`config.mk`:
```
export PLATFORM = sky130hd
export DESIGN_NAME = tsio_core
export DESIGN_NICKNAME = d
export VERILOG_FILES = /design/src/design/tsio_core.v
export VERILOG_INCLUDE_DIRS = /design/src /design/src/design
export SDC_FILE = /design/constraint.sdc
export NUM_CORES = 2
export LEC_CHECK = 0
export BUFFER_PORTS_ARGS = -buffer_cell sky130_fd_sc_hd__buf_2
export CORE_UTILIZATION = 40
export DETAILED_ROUTE_END_ITERATION = 7
export MAX_ROUTING_LAYER = met4
export SLEW_MARGIN = 15
export SYNTH_ARGS = -nofsm -noshare
export SYNTH_HDL_FRONTEND = slang
export SYNTH_SLANG_ARGS = --single-unit
```
`constraint.sdc`:
```
create_clock -name i_mclk -period 6.1 [get_ports i_mclk]
set_input_delay 0.61 -clock i_mclk [delete_from_list [all_inputs] [get_ports i_mclk]]
set_output_delay 0.61 -clock i_mclk [all_outputs]
set_load 0.02 [all_outputs]
```
`src/design/tsio_consts.vh`:
```
/*
 * Constants for the task-state and port-permission block: register offsets,
 * command and status bit positions, task-state block layout and fault limits.
 * Assumes inclusion by bare name from the design file.
 */
`ifndef TSIO_CONSTS_VH
`define TSIO_CONSTS_VH

// ----
// register offsets (byte addresses)
// ----
`define TSIO_OFF_CMD 12'h000
`define TSIO_OFF_MODE 12'h004
`define TSIO_OFF_SEL 12'h008
`define TSIO_OFF_DBASE_LO 12'h00C
`define TSIO_OFF_DBASE_HI 12'h010
`define TSIO_OFF_DLIMIT 12'h014
`define TSIO_OFF_DTYPE 12'h018
`define TSIO_OFF_IOREQ 12'h01C
`define TSIO_OFF_STATUS 12'h020
`define TSIO_OFF_TR_SEL 12'h024
`define TSIO_OFF_TR_BASE_LO 12'h028
`define TSIO_OFF_TR_BASE_HI 12'h02C
`define TSIO_OFF_TR_LIMIT 12'h030
`define TSIO_OFF_TR_TYPE 12'h034
`define TSIO_OFF_CTX 12'h100
`define TSIO_OFF_CTX_END 12'h168

// ----
// command, mode and status bits
// ----
`define TSIO_CMD_LOAD_TR 0
`define TSIO_CMD_SWITCH 1
`define TSIO_CMD_NEST 2
`define TSIO_CMD_IOCHK 3
`define TSIO_CMD_REDIR 4
`define TSIO_MODE_LONG 0
`define TSIO_MODE_64 1
`define TSIO_MODE_V86 2
`define TSIO_ST_BUSY 0
`define TSIO_ST_DONE 1
`define TSIO_ST_GP 2
`define TSIO_ST_TS 3
`define TSIO_ST_DB 4
`define TSIO_ST_GRANT 5
`define TSIO_ST_REDIR 6

// ----
// task-state block layout (dword index = byte offset / 4)
// ----
`define TSIO_CTX_WORDS 26
`define TSIO_IDX_LINK 5'd0
`define TSIO_IDX_DYN_FIRST 5'd8
`define TSIO_IDX_DYN_LAST 5'd22
`define TSIO_IDX_TRAP 5'd25
`define TSIO_OFF_MAPBASE 16'h0066
`define TSIO_MIN_LIMIT 20'h00067
`define TSIO_MAX_MAPBASE 16'hDFFF
`define TSIO_REDIR_BYTES 16'h0020
`define TSIO_TYPE_BUSY 1

`endif

```
`src/design/tsio_core.v`:
```
/*
 * Task-state block loader/saver and port-permission checker with APB registers.
 * Assumes an APB master on i_mclk and a word memory port on the same clock
 * whose i_mem_ack is a one-cycle pulse answering each held o_mem_req.
 */
// Implementation choices: the register addresses and the APB register port.
// Overview of operation
// RULE1: legacy mode ignores upper 32 base bits
// RULE2: 64-bit mode loads full base, compat 8-byte
// RULE3: long mode uses full 64-bit base
// RULE4: software loads 64-bit type in 64-bit mode
// RULE5: load marks busy, no block access, no switch
// RULE6: static fields read on load, never written
// RULE7: dynamic fields read on load, written on suspend
// RULE8: lowest field holds previous task selector
// RULE9: suspend saves six segment selectors (code saves dwords 8 to 22 only, five selectors)
// RULE10: trap bit set raises debug trap on switch
// RULE11: switch touches only first 104 bytes
// RULE12: software keeps critical bytes free of faults
// RULE13: bitmap consulted only in v86 or cpl above threshold
// RULE14: all covering bits clear grants, else fault
// RULE15: 16-bit bitmap base offset from block start
// RULE16: bitmap base above limit faults
// RULE17: read two bitmap bytes per port check
// RULE18: ports beyond segment limit fault
// RULE19: software places bitmap above byte 103
// RULE20: v86 soft interrupts routed by 32-byte map
// RULE21: local table indicator selector faults
// RULE22: limit below minimum raises invalid-state fault
// RULE23: busy type bit; busy target faults
// RULE24: failed check performs no port access
`include "tsio_consts.vh"
`default_nettype none

module tsio_core (
   input wire i_mclk,
   input wire i_reset_n,
   input wire i_psel,
   input wire i_penable,
   input wire i_pwrite,
   input wire [11:0] i_paddr,
   input wire [31:0] i_pwdata,
   output wire [31:0] o_prdata,
   output wire o_pready,
   output wire o_pslverr,
   output wire o_mem_req,
   output wire o_mem_we,
   output wire o_mem_half,
   output wire [63:0] o_mem_addr,
   output wire [31:0] o_mem_wdata,
   input wire i_mem_ack,
   input wire [31:0] i_mem_rdata,
   output wire o_mark_busy,
   output wire [15:0] o_mark_busy_sel,
   output wire o_io_grant
);

   // ----
   // states
   // ----
   localparam [5:0] S_IDLE = 6'b000001;
   localparam [5:0] S_SAVE = 6'b000010;
   localparam [5:0] S_LOAD = 6'b000100;
   localparam [5:0] S_LINK = 6'b001000;
   localparam [5:0] S_MAPB = 6'b010000;
   localparam [5:0] S_MAPR = 6'b100000;

   reg [5:0] state_reg;
   reg [31:0] prdata_reg;
   reg pslverr_reg;
   reg [6:0] mode_reg;
   reg [15:0] sel_reg;
   reg [31:0] dbase_lo_reg;
   reg [31:0] dbase_hi_reg;
   reg [19:0] dlimit_reg;
   reg [3:0] dtype_reg;
   reg [15:0] port_reg;
   reg [1:0] size_reg;
   reg [7:0] vec_reg;
   reg [15:0] tr_sel_reg;
   reg [31:0] tr_lo_reg;
   reg [31:0] tr_hi_reg;
   reg [19:0] tr_limit_reg;
   reg [3:0] tr_type_reg;
   reg [15:0] old_sel_reg;
   reg [63:0] old_base_reg;
   reg nest_reg;
   reg redir_op_reg;
   reg [15:0] mapbase_reg;
   reg [4:0] idx_reg;
   reg [6:0] status_reg;
   reg mem_req_reg;
   reg mem_we_reg;
   reg mem_half_reg;
   reg [63:0] mem_addr_reg;
   reg [31:0] mem_wdata_reg;
   reg mark_busy_reg;
   reg io_grant_reg;
   reg [31:0] ctx_mem [0:`TSIO_CTX_WORDS-1];

   wire setup_ph = i_psel & ~i_penable;
   wire wr_acc = i_psel & i_penable & i_pwrite;
   wire [63:0] tr_base = mode_reg[`TSIO_MODE_LONG] ? {tr_hi_reg, tr_lo_reg}
                                                    : {32'h0, tr_lo_reg}; // RULE1 RULE3
   wire [1:0] current_privilege_level = mode_reg[4:3];
   wire [1:0] io_privilege_threshold = mode_reg[6:5];
   wire need_map = mode_reg[`TSIO_MODE_V86] | (current_privilege_level > io_privilege_threshold); // RULE13
   wire ctx_hit = (i_paddr[1:0] == 2'b00) && (i_paddr >= `TSIO_OFF_CTX) &&
                  (i_paddr < `TSIO_OFF_CTX_END);
   wire [4:0] ctx_idx = i_paddr[6:2];
   wire [16:0] bm_byte = {1'b0, mapbase_reg} + {4'h0, port_reg[15:3]};
   wire [16:0] rm_byte = {1'b0, mapbase_reg} - {1'b0, `TSIO_REDIR_BYTES}
                         + {12'h0, vec_reg[7:3]}; // RULE20
   wire [3:0] size_mask = (size_reg == 2'd0) ? 4'h1 :
                          (size_reg == 2'd1) ? 4'h3 : 4'hF;
   wire [15:0] map_half = i_mem_rdata[15:0] >> port_reg[2:0];
   wire [15:0] redir_half = i_mem_rdata[15:0] >> vec_reg[2:0];
   wire is_dyn = (idx_reg == `TSIO_IDX_LINK) ||
                 ((idx_reg >= `TSIO_IDX_DYN_FIRST) && (idx_reg <= `TSIO_IDX_DYN_LAST));

   assign o_prdata = prdata_reg;
   assign o_pready = 1'b1;
   assign o_pslverr = pslverr_reg;
   assign o_mem_req = mem_req_reg;
   assign o_mem_we = mem_we_reg;
   assign o_mem_half = mem_half_reg;
   assign o_mem_addr = mem_addr_reg;
   assign o_mem_wdata = mem_wdata_reg;
   assign o_mark_busy = mark_busy_reg;
   assign o_mark_busy_sel = tr_sel_reg;
   assign o_io_grant = io_grant_reg;

   // ----
   // apb read data, captured in the setup cycle so the access needs no wait
   // ----
   always @(posedge i_mclk) begin
      if (!i_reset_n) begin
         prdata_reg <= 32'h0;
         pslverr_reg <= 1'b0;
      end else if (setup_ph) begin
         pslverr_reg <= 1'b0;
         prdata_reg <= 32'h0;
         if (ctx_hit) begin
            prdata_reg <= ctx_mem[ctx_idx];
         end else begin
            case (i_paddr)
               `TSIO_OFF_CMD: prdata_reg <= 32'h0;
               `TSIO_OFF_MODE: prdata_reg <= {25'h0, mode_reg};
               `TSIO_OFF_SEL: prdata_reg <= {16'h0, sel_reg};
               `TSIO_OFF_DBASE_LO: prdata_reg <= dbase_lo_reg;
               `TSIO_OFF_DBASE_HI: prdata_reg <= dbase_hi_reg;
               `TSIO_OFF_DLIMIT: prdata_reg <= {12'h0, dlimit_reg};
               `TSIO_OFF_DTYPE: prdata_reg <= {28'h0, dtype_reg};
               `TSIO_OFF_IOREQ: prdata_reg <= {6'h0, size_reg, vec_reg, port_reg};
               `TSIO_OFF_STATUS: prdata_reg <= {25'h0, status_reg};
               `TSIO_OFF_TR_SEL: prdata_reg <= {16'h0, tr_sel_reg};
               `TSIO_OFF_TR_BASE_LO: prdata_reg <= tr_base[31:0];
               `TSIO_OFF_TR_BASE_HI: prdata_reg <= tr_base[63:32];
               `TSIO_OFF_TR_LIMIT: prdata_reg <= {12'h0, tr_limit_reg};
               `TSIO_OFF_TR_TYPE: prdata_reg <= {28'h0, tr_type_reg};
               default: pslverr_reg <= 1'b1;
            endcase
         end
      end
   end

   // ----
   // context image: software fills it, a task load refills it
   // ----
   always @(posedge i_mclk) begin
      if (state_reg == S_LOAD && mem_req_reg && i_mem_ack) begin
         ctx_mem[idx_reg] <= i_mem_rdata; // RULE6 RULE7
      end else if (state_reg == S_IDLE && wr_acc && ctx_hit) begin
         ctx_mem[ctx_idx] <= i_pwdata;
      end
   end

   // ----
   // control registers and sequencer
   // ----
   always @(posedge i_mclk) begin
      if (!i_reset_n) begin
         state_reg <= S_IDLE;
         mode_reg <= 7'h0;
         sel_reg <= 16'h0;
         dbase_lo_reg <= 32'h0;
         dbase_hi_reg <= 32'h0;
         dlimit_reg <= 20'h0;
         dtype_reg <= 4'h0;
         port_reg <= 16'h0;
         size_reg <= 2'd0;
         vec_reg <= 8'h0;
         tr_sel_reg <= 16'h0;
         tr_lo_reg <= 32'h0;
         tr_hi_reg <= 32'h0;
         tr_limit_reg <= 20'h0;
         tr_type_reg <= 4'h0;
         old_sel_reg <= 16'h0;
         old_base_reg <= 64'h0;
         nest_reg <= 1'b0;
         redir_op_reg <= 1'b0;
         mapbase_reg <= 16'h0;
         idx_reg <= 5'd0;
         status_reg <= 7'h0;
         mem_req_reg <= 1'b0;
         mem_we_reg <= 1'b0;
         mem_half_reg <= 1'b0;
         mem_addr_reg <= 64'h0;
         mem_wdata_reg <= 32'h0;
         mark_busy_reg <= 1'b0;
         io_grant_reg <= 1'b0;
      end else begin
         mark_busy_reg <= 1'b0;
         io_grant_reg <= 1'b0;
         case (state_reg)
            S_IDLE: begin
               // writes while busy are dropped so a running sequence sees stable inputs
               if (wr_acc) begin
                  case (i_paddr)
                     `TSIO_OFF_MODE: mode_reg <= i_pwdata[6:0];
                     `TSIO_OFF_SEL: sel_reg <= i_pwdata[15:0];
                     `TSIO_OFF_DBASE_LO: dbase_lo_reg <= i_pwdata;
                     `TSIO_OFF_DBASE_HI: dbase_hi_reg <= i_pwdata;
                     `TSIO_OFF_DLIMIT: dlimit_reg <= i_pwdata[19:0];
                     `TSIO_OFF_DTYPE: dtype_reg <= i_pwdata[3:0];
                     `TSIO_OFF_IOREQ: begin
                        port_reg <= i_pwdata[15:0];
                        vec_reg <= i_pwdata[23:16];
                        size_reg <= i_pwdata[25:24];
                     end
                     default: ;
                  endcase
               end
               if (wr_acc && i_paddr == `TSIO_OFF_CMD) begin
                  status_reg <= 7'h0;
                  nest_reg <= i_pwdata[`TSIO_CMD_NEST];
                  redir_op_reg <= i_pwdata[`TSIO_CMD_REDIR];
                  if (i_pwdata[`TSIO_CMD_LOAD_TR]) begin
                     // load only: no block access, no switch
                     status_reg[`TSIO_ST_DONE] <= 1'b1;
                     if (sel_reg[2] || dtype_reg[`TSIO_TYPE_BUSY]) begin
                        status_reg[`TSIO_ST_GP] <= 1'b1; // RULE21 RULE23
                     end else begin
                        tr_sel_reg <= sel_reg; // RULE5
                        tr_lo_reg <= dbase_lo_reg;
                        // compat mode sees only the 8-byte descriptor form
                        tr_hi_reg <= mode_reg[`TSIO_MODE_64] ? dbase_hi_reg : 32'h0; // RULE2
                        tr_limit_reg <= dlimit_reg;
                        tr_type_reg <= dtype_reg | 4'h2; // RULE5 RULE23
                        mark_busy_reg <= 1'b1; // RULE5
                     end
                  end else if (i_pwdata[`TSIO_CMD_SWITCH]) begin
                     if (sel_reg[2] || dtype_reg[`TSIO_TYPE_BUSY] ||
                         mode_reg[`TSIO_MODE_LONG]) begin
                        status_reg <= 7'h0 | (7'h1 << `TSIO_ST_GP) |
                                      (7'h1 << `TSIO_ST_DONE); // RULE21 RULE23
                     end else if (dlimit_reg < `TSIO_MIN_LIMIT) begin
                        status_reg <= 7'h0 | (7'h1 << `TSIO_ST_TS) |
                                      (7'h1 << `TSIO_ST_DONE); // RULE22
                     end else begin
                        status_reg[`TSIO_ST_BUSY] <= 1'b1;
                        old_sel_reg <= tr_sel_reg;
                        old_base_reg <= tr_base;
                        idx_reg <= `TSIO_IDX_DYN_FIRST;
                        state_reg <= S_SAVE;
                     end
                  end else if (i_pwdata[`TSIO_CMD_IOCHK] || i_pwdata[`TSIO_CMD_REDIR]) begin
                     if (i_pwdata[`TSIO_CMD_IOCHK] && !need_map) begin
                        status_reg[`TSIO_ST_DONE] <= 1'b1; // RULE13
                        status_reg[`TSIO_ST_GRANT] <= 1'b1;
                        io_grant_reg <= 1'b1;
                     end else begin
                        status_reg[`TSIO_ST_BUSY] <= 1'b1;
                        state_reg <= S_MAPB;
                     end
                  end
               end
            end
            S_SAVE: begin
               // suspend: flags, pointer, gprs, five selectors (dwords 8 to 22); static words skipped
               if (!mem_req_reg) begin
                  mem_req_reg <= 1'b1;
                  mem_we_reg <= 1'b1;
                  mem_half_reg <= 1'b0;
                  mem_addr_reg <= old_base_reg + {57'h0, idx_reg, 2'b00}; // RULE7 RULE9
                  mem_wdata_reg <= ctx_mem[idx_reg];
               end else if (i_mem_ack) begin
                  mem_req_reg <= 1'b0;
                  mem_we_reg <= 1'b0;
                  if (idx_reg == `TSIO_IDX_DYN_LAST) begin
                     idx_reg <= 5'd0;
                     tr_sel_reg <= sel_reg;
                     tr_lo_reg <= dbase_lo_reg;
                     tr_hi_reg <= 32'h0;
                     tr_limit_reg <= dlimit_reg;
                     tr_type_reg <= dtype_reg | 4'h2; // RULE23
                     mark_busy_reg <= 1'b1;
                     state_reg <= S_LOAD;
                  end else begin
                     idx_reg <= idx_reg + 5'd1;
                  end
               end
            end
            S_LOAD: begin
               if (!mem_req_reg) begin
                  mem_req_reg <= 1'b1;
                  mem_half_reg <= 1'b0;
                  mem_addr_reg <= tr_base + {57'h0, idx_reg, 2'b00}; // RULE11
               end else if (i_mem_ack) begin
                  mem_req_reg <= 1'b0;
                  if (idx_reg == `TSIO_IDX_TRAP) begin
                     mapbase_reg <= i_mem_rdata[31:16]; // RULE15
                     if (i_mem_rdata[0]) begin
                        status_reg[`TSIO_ST_DB] <= 1'b1; // RULE10
                     end
                     if (nest_reg) begin
                        state_reg <= S_LINK;
                     end else begin
                        status_reg[`TSIO_ST_BUSY] <= 1'b0;
                        status_reg[`TSIO_ST_DONE] <= 1'b1;
                        state_reg <= S_IDLE;
                     end
                  end else begin
                     idx_reg <= idx_reg + 5'd1;
                  end
               end
            end
            S_LINK: begin
               // nested entry records the outgoing task in the new block
               if (!mem_req_reg) begin
                  mem_req_reg <= 1'b1;
                  mem_we_reg <= 1'b1;
                  mem_half_reg <= 1'b1;
                  mem_addr_reg <= tr_base; // RULE8
                  mem_wdata_reg <= {16'h0, old_sel_reg};
               end else if (i_mem_ack) begin
                  mem_req_reg <= 1'b0;
                  mem_we_reg <= 1'b0;
                  status_reg[`TSIO_ST_BUSY] <= 1'b0;
                  status_reg[`TSIO_ST_DONE] <= 1'b1;
                  state_reg <= S_IDLE;
               end
            end
            S_MAPB: begin
               if (!mem_req_reg) begin
                  mem_req_reg <= 1'b1;
                  mem_half_reg <= 1'b1;
                  mem_addr_reg <= tr_base + {48'h0, `TSIO_OFF_MAPBASE}; // RULE15
               end else if (i_mem_ack) begin
                  mem_req_reg <= 1'b0;
                  mapbase_reg <= i_mem_rdata[15:0];
                  state_reg <= S_MAPR;
               end
            end
            S_MAPR: begin
               if (!mem_req_reg) begin
                  if (!redir_op_reg && ((mapbase_reg > `TSIO_MAX_MAPBASE) ||
                      ({3'h0, bm_byte} + 20'd1 > tr_limit_reg))) begin
                     // refused before any port access is released
                     status_reg[`TSIO_ST_GP] <= 1'b1; // RULE16 RULE18 RULE24
                     status_reg[`TSIO_ST_BUSY] <= 1'b0;
                     status_reg[`TSIO_ST_DONE] <= 1'b1;
                     state_reg <= S_IDLE;
                  end else begin
                     mem_req_reg <= 1'b1;
                     mem_half_reg <= 1'b1; // RULE17
                     mem_addr_reg <= tr_base + {47'h0, redir_op_reg ? rm_byte : bm_byte};
                  end
               end else if (i_mem_ack) begin
                  mem_req_reg <= 1'b0;
                  status_reg[`TSIO_ST_BUSY] <= 1'b0;
                  status_reg[`TSIO_ST_DONE] <= 1'b1;
                  if (redir_op_reg) begin
                     status_reg[`TSIO_ST_REDIR] <= redir_half[0]; // RULE20
                  end else if ((map_half[3:0] & size_mask) == 4'h0) begin
                     status_reg[`TSIO_ST_GRANT] <= 1'b1; // RULE14
                     io_grant_reg <= 1'b1; // RULE24
                  end else begin
                     status_reg[`TSIO_ST_GP] <= 1'b1; // RULE14
                  end
                  state_reg <= S_IDLE;
               end
            end
            default: state_reg <= S_IDLE;
         endcase
      end
   end

endmodule // tsio_core

`default_nettype wire

```
Word-level counts from Yosys, hierarchy flattened
Memories as Yosys holds them, arrays and structs flattened. A register that Yosys moved wholly into a read port is not among the register bits.
Cells that the tools add are included.
{"block": "op_classes", "n_addsub": 9, "order_cmp": 6, "n_eq_ne": 64, "shift": 2, "mux": 170, "bitwise": 9, "n_reduce_logical": 57}
{"op": "two-way mux 32 bit", "n": 17}
{"op": "two-way mux 64 bit", "n": 7}
{"op": "case mux 32 bit (13 select lines)", "n": 1}
{"op": "case mux 64 bit (5 select lines)", "n": 1}
{"op": "case mux 32 bit (2 select lines)", "n": 3}
{"op": "two-way mux 16 bit", "n": 11}
{"op": "adder 64 x 7 -> 64 bit", "n": 2}
{"op": "two-way mux 20 bit", "n": 6}
{"op": "two-way mux 6 bit", "n": 19}
{"op": "== test 12 x 6 -> 1 bit (second input constant)", "n": 6}
{"op": "two-way mux 5 bit", "n": 14}
{"op": "adder 64 x 17 -> 64 bit", "n": 1}
{"op": "adder 64 x 7 -> 64 bit (second input constant)", "n": 1}
{"op": "!= test 2 bit (second input constant)", "n": 32}
{"op": "case mux 16 bit (2 select lines)", "n": 2}
{"op": "== test 12 x 5 -> 1 bit (second input constant)", "n": 4}
{"op": "two-way mux 1 bit", "n": 48}
{"op": "two-way mux 4 bit", "n": 11}
{"op": "case mux 20 bit (2 select lines)", "n": 1}
{"op": "case mux 6 bit (6 select lines)", "n": 1}
{"op": "OR reduction 32 bit", "n": 1}
{"op": "AND reduction 6 bit", "n": 5}
{"op": "== test 12 x 4 -> 1 bit (second input constant)", "n": 2}
{"op": "AND reduction 3 bit", "n": 8}
{"op": "58 further kinds", "n": 113}
{"block": "totals", "ff_bits": 491, "ramBits": 832, "in_bits": 82, "out_inout_bits": 151, "n_memories": 1}
{"memory": "ctx_mem", "words": 26, "width": 32, "read_ports": 2, "rd_ports_with_merged_regs": 1, "write_ports": 1, "line": "tsio_core.v:99", "source": "reg [31:0] ctx_mem [0:`TSIO_CTX_WORDS-1];"}

Logic depth before layout (Yosys ltp)
{"block": "logic_depth", "depth_word": 10, "ltp_mapped": 23}

Worst setup path after synthesis
No wires, ideal clock.
{"block": "synth_timing", "kind": "register to register", "startpoint": "register mapbase_reg[8]", "endpoint": "register mem_addr_reg[1], in the netlist o_mem_addr[1]", "arrival_time_ps": 4883, "required_ps": 5984, "path_slack_ps": 1101, "path_stages_with_launch": 21, "period_less_slack_ps": 4999, "cell_sequence": "dfxtp_1 > ha_1 > clkbuf_1 > a21oi_1 > mux2i_1 > o31ai_1 > nor4_1 > nand2b_1 > or2_2 > o41ai_1 > xor2_1 > ha_1 > and4_1 > nand4_1 > nor3_1 > a2111oi_0 > o21a_1 > buf_2 > clkbuf_1 > o221ai_1 > o211a_1"}
{"block": "synth_via", "elab_chain_len": 7, "elab_cells_between_ends": 8, "cone_classes": "add/sub: 2; order compare: 2; eq/ne: 1; reduce/logical: 3"}
{"item": "start: declaration", "line": "tsio_core.v:89", "source": "reg [15:0] mapbase_reg;"}
{"item": "start signal: assignment", "line": "tsio_core.v:312", "source": "mapbase_reg <= i_mem_rdata[31:16];"}
{"item": "start signal: assignment", "line": "tsio_core.v:351", "source": "mapbase_reg <= i_mem_rdata[15:0];"}
{"item": "adder 16 x 13 -> 17 bit", "line": "tsio_core.v:111", "source": "wire [16:0] bm_byte = {1'b0, mapbase_reg} + {4'h0, port_reg[15:3]};"}
{"item": "adder 17 x 1 -> 18 bit", "line": "tsio_core.v:358", "source": "({3'h0, bm_byte} + 20'd1 > tr_limit_reg))) begin"}
{"item": "greater-than comparator 18 x 20 -> 1 bit", "line": "tsio_core.v:358"}
{"item": "logical OR 1 bit *", "line": "tsio_core.v:357", "source": "if (!redir_op_reg && ((mapbase_reg > `TSIO_MAX_MAPBASE) ||"}
{"item": "logical AND 1 bit *", "line": "tsio_core.v:357"}
{"item": "!= test 2 bit (no source line) *"}
{"item": "AND reduction 7 bit (no source line) *"}
{"item": "end signal: assignment", "line": "tsio_core.v:334", "source": "mem_addr_reg <= tr_base;"}
{"item": "end signal: assignment", "line": "tsio_core.v:348", "source": "mem_addr_reg <= tr_base + {48'h0, `TSIO_OFF_MAPBASE};"}
{"item": "end signal: assignment", "line": "tsio_core.v:367", "source": "mem_addr_reg <= tr_base + {47'h0, redir_op_reg ? rm_byte : bm_byte};"}
{"item": "end: declaration", "line": "tsio_core.v:95", "source": "reg [63:0] mem_addr_reg;"}
Mark *: on every way between the ends. The rest lies on a longest branch, timed or not.
A chain may end at the register's enable or synchronous reset.

Final worst setup path
{"block": "layout_timing", "startpoint": "register port_reg[3]", "endpoint": "register mem_addr_reg[49], in the netlist o_mem_addr[49]"}
{"block": "layout_via", "elab_chain_len": 7, "elab_cells_between_ends": 12, "cone_classes": "add/sub: 3; order compare: 1; eq/ne: 1; mux: 4; reduce/logical: 3"}
{"item": "start: declaration", "line": "tsio_core.v:77", "source": "reg [15:0] port_reg;"}
{"item": "start signal: assignment", "line": "tsio_core.v:227", "source": "port_reg <= i_pwdata[15:0];"}
{"item": "adder 16 x 13 -> 17 bit *", "line": "tsio_core.v:111"}
{"item": "adder 17 x 1 -> 18 bit", "line": "tsio_core.v:358"}
{"item": "greater-than comparator 18 x 20 -> 1 bit", "line": "tsio_core.v:358"}
{"item": "logical OR 1 bit", "line": "tsio_core.v:357"}
{"item": "logical AND 1 bit", "line": "tsio_core.v:357"}
{"item": "!= test 2 bit (no source line)"}
{"item": "AND reduction 7 bit (no source line)"}
Mark *: on every way between the ends. The rest lies on a longest branch, timed or not. The select of a mux whose other input is x is not followed.

==> out/qor.txt <==
Outcome: complete, no violations
CTS Root Buffer Type: clkbuf_16
Nature of the critical path endpoint: register
Placer Congestion: 1.00
Flop and latch count out of synthesis: 1328
Slew margin rel.: 18.8%
Post-CTS Setup Inserts: 0
Clock Pin Slew Worst Setup and Hold Paths: 60 ps
Syn Area/Cell: 11.7 µm²
Top_reg_cell synth: edfxtp_1
Dpl cell area: 72600 µm²
Worst R2R End: o_mem_addr[49]
Worst Path Arrival: 6340 ps
R2R Path Start: port_reg[3]
CTS sink count: 1328
Final Slew Violations: 0
Max reg flops: 832
Die W: 416 µm
Largest delay contributor family on the critical path: compound AO/OA/AOI/OAI gates
Non-Filler Instances: 8307
Hold_ws: 63.2 ps
Cell taking the most area after synthesis: edfxtp_1
Commonest non-fill, non-tap cell in the layout: nand2_1
Vias in the first global route: 50000
Hold Fails Final Rpt: 0
R2R setup slack: 510 ps
Fillers: 15400
Final wirelength: 256000 µm
CP max stage delay: 440 ps
H-tree levels: 4
Core Area: 170000 µm²
Tcrit/Tclk final: 91.7%
Worst slew pin tran: 1210 ps
Worst Hold Depth: 3
Die area: 173000 µm²
Fin area: 77400 µm²
Synth async-reset ratio: 0%
Layout cells sized above 1: 19.6%
Vias/cell: 6.31
Yosys top cell area share: 36.4%
Yosys cell types: 92
Synth top area cells: edfxtp_1, mux4_2, dfxtp_1, nand2_1, a21boi_0
CTS tree: yes
Post-detailed-route wirelength per cell: 30.8 µm
First-pass GRT wire length: 365000 µm
Max Clk Rate: 179 MHz
Initial antenna violation count: 18
Starting Density: 40.4%
Most used cell, CP: buf_4
Top Ports: 233
Vias after detailed routing: 52400
Post-Synthesis Cells: 5887
Setup TNS: 0 ps
Unrepaired setup endpoints after global routing: false
Crit path required time: 6840 ps
Yosys Warn Count: 0
Largest net degree at the start of global routing: 172
First-pass DRT Iterations: 8
Clock buffer count from CTS: 146
Sequential area share after synthesis: 50.9%
Die height: 416 µm
Gr usage total: 29.9%
Placed cell count: 8026
HPWL after DPL: 169000 µm
Area of the mapped netlist: 68600 µm²
Setup CP Type: reg -> reg
Depth of the most critical reg-to-reg path: 22
Critical Path, Cell by Cell: ha_1, inv_1, fa_1, nand2b_1, a211oi_1, buf_4, o41ai_1, xnor2_1, nand4_1, o41ai_1, xor2_1, ha_1, and4_1, nand4_1, nor3_1, a2111oi_0, buf_4, o21a_4, buf_4, buf_4, o21ai_0, a41oi_1
Slowest cell on crit path: o41ai_1
WHS Endpoint: dbase_hi_reg[28]
Post-route ant nets: 0
Post-synth EDFFs: 832
CP startpoint kind: register
Peak VDD IR: 0.297 mV
PortBufs: 231
1st-iter DRT viols: 6558
Hold_sp: i_pwdata[28]
Crit Path Max Fanout: 33
Crit path time final: 5590 ps
# resized after CTS: 0
Fin nets: 6107
CP Buf/Inv Count: 5
Max-capacitance violation count: 0
Clock Path Buffers: 3
GR Overflow Total: 0
Worst-Skew Late Latency: 830 ps
# rows: 151
Hold crit path type: in -> reg
Post-cts hold buffer count: 0
P_leak: 25.1 nW
Area Overhead vs Synth: 12.9%
Setup violators final: 0
Residual DRC count: 0
Synth Net Count: 6038
Clock skew: 41.7 ps
Pwr Density: 258 nW/µm²
Commonest non-fill, non-tap cells in the layout: nand2_1, edfxtp_1, dfxtp_1
report_power, final:
part | leakage (nW) | internal, mW | total (mW) | switching [mW]
Clock | 2.34 | 5.09 | 8.94 | 3.84
Combinational | 11.3 | 0.467 | 1.35 | 0.887
Sequential | 11.5 | 9.61 | 9.71 | 0.0958
Total | 25.1 | 15.2 | 20.0 | 4.83
how the worst max path moves through the flow:
stage / start / depth (start not counted) / end
floorplan: mapbase_reg[8] / 20 / o_mem_addr[1]
global placement: mapbase_reg[8] / 21 / o_mem_addr[49]
detailed placement: mapbase_reg[8] / 21 / o_mem_addr[49]
CTS: port_reg[3] / 23 / o_mem_addr[49]
global route: port_reg[3] / 21 / o_mem_addr[49]
finish: port_reg[3] / 22 / o_mem_addr[49]
cells by family (layout without fill, tap and decap cells):
kind of cell	Yosys count	count (layout)	synth area share, %
other	2	17	0.0109
XOR/XNOR	159	159	2.03
AND/OR/NAND/NOR	1840	1840	12.5
AO/OA/AOI/OAI	1340	1340	13.0
buffers and inverters	525	712	2.94
multiplexers	624	624	17.4
adder cells (fa/ha/maj)	69	69	1.30
flip-flops	1328	1328	50.9
worst reg2reg max path, cell delays in order (launching register included):
cell and delay [ps]:
dfxtp_1 370, ha_1 200, inv_1 60, fa_1 420, nand2b_1 190, a211oi_1 260
buf_4 190, o41ai_1 100, xnor2_1 320, nand4_1 270, o41ai_1 440, xor2_1 180
ha_1 260, and4_1 180, nand4_1 150, nor3_1 80, a2111oi_0 420, buf_4 200
o21a_4 310, buf_4 360, buf_4 250, o21ai_0 100, a41oi_1 220
synth_stat cells (all sizes together) (27+ instances only):
cell,instances
a21oi,282
mux2i,136
xnor2,90
and3,82
o211a,27
a22oi,27
mux2,38
nand4,57
a31oi,81
clkbuf,363
o211ai,29
a221oi,48
nor2b,90
ha,65
a222oi,28
nand2,960
xor2,69
nand3,164
o21ai,292
mux4,450
inv,54
buf,108
edfxtp,832
a21boi,287
nor3,76
and2,48
nor4,42
nor2,203
a211oi,79
dfxtp,496
area by class of cell:
type,count,area (µm²),area share [%]
multi-input combinational,4034,32100,41.4
inverter,54,203,0.262
clock inverter,75,786,1.01
clock buffer,191,4010,5.17
sequential,1328,34900,45.1
timing repair buffer,392,2640,3.40
tap,2218,2780,3.58
antenna,15,37.5,0.0485
per-layer routing:
metal	GRT usage, %	share of wire (%)
met1	37.4	39
met2	46.0	47
met3	5.10	8.1
met4	17.0	6.4
met5	-	0
through the flow:
step | setup slack, ps | utilization (%) | total power, mW
detailed placement | 536 | 42.7 | 11.2
finish | 506 | 45.6 | 20.0
global route | 2.06 | 45.6 | 20.5
CTS | 547 | 45.6 | 20.1
global placement | 476 | 42.7 | 11.2
floorplan | 1100 | - | 10.7
Note: power is estimated with default switching activity, not from simulation.
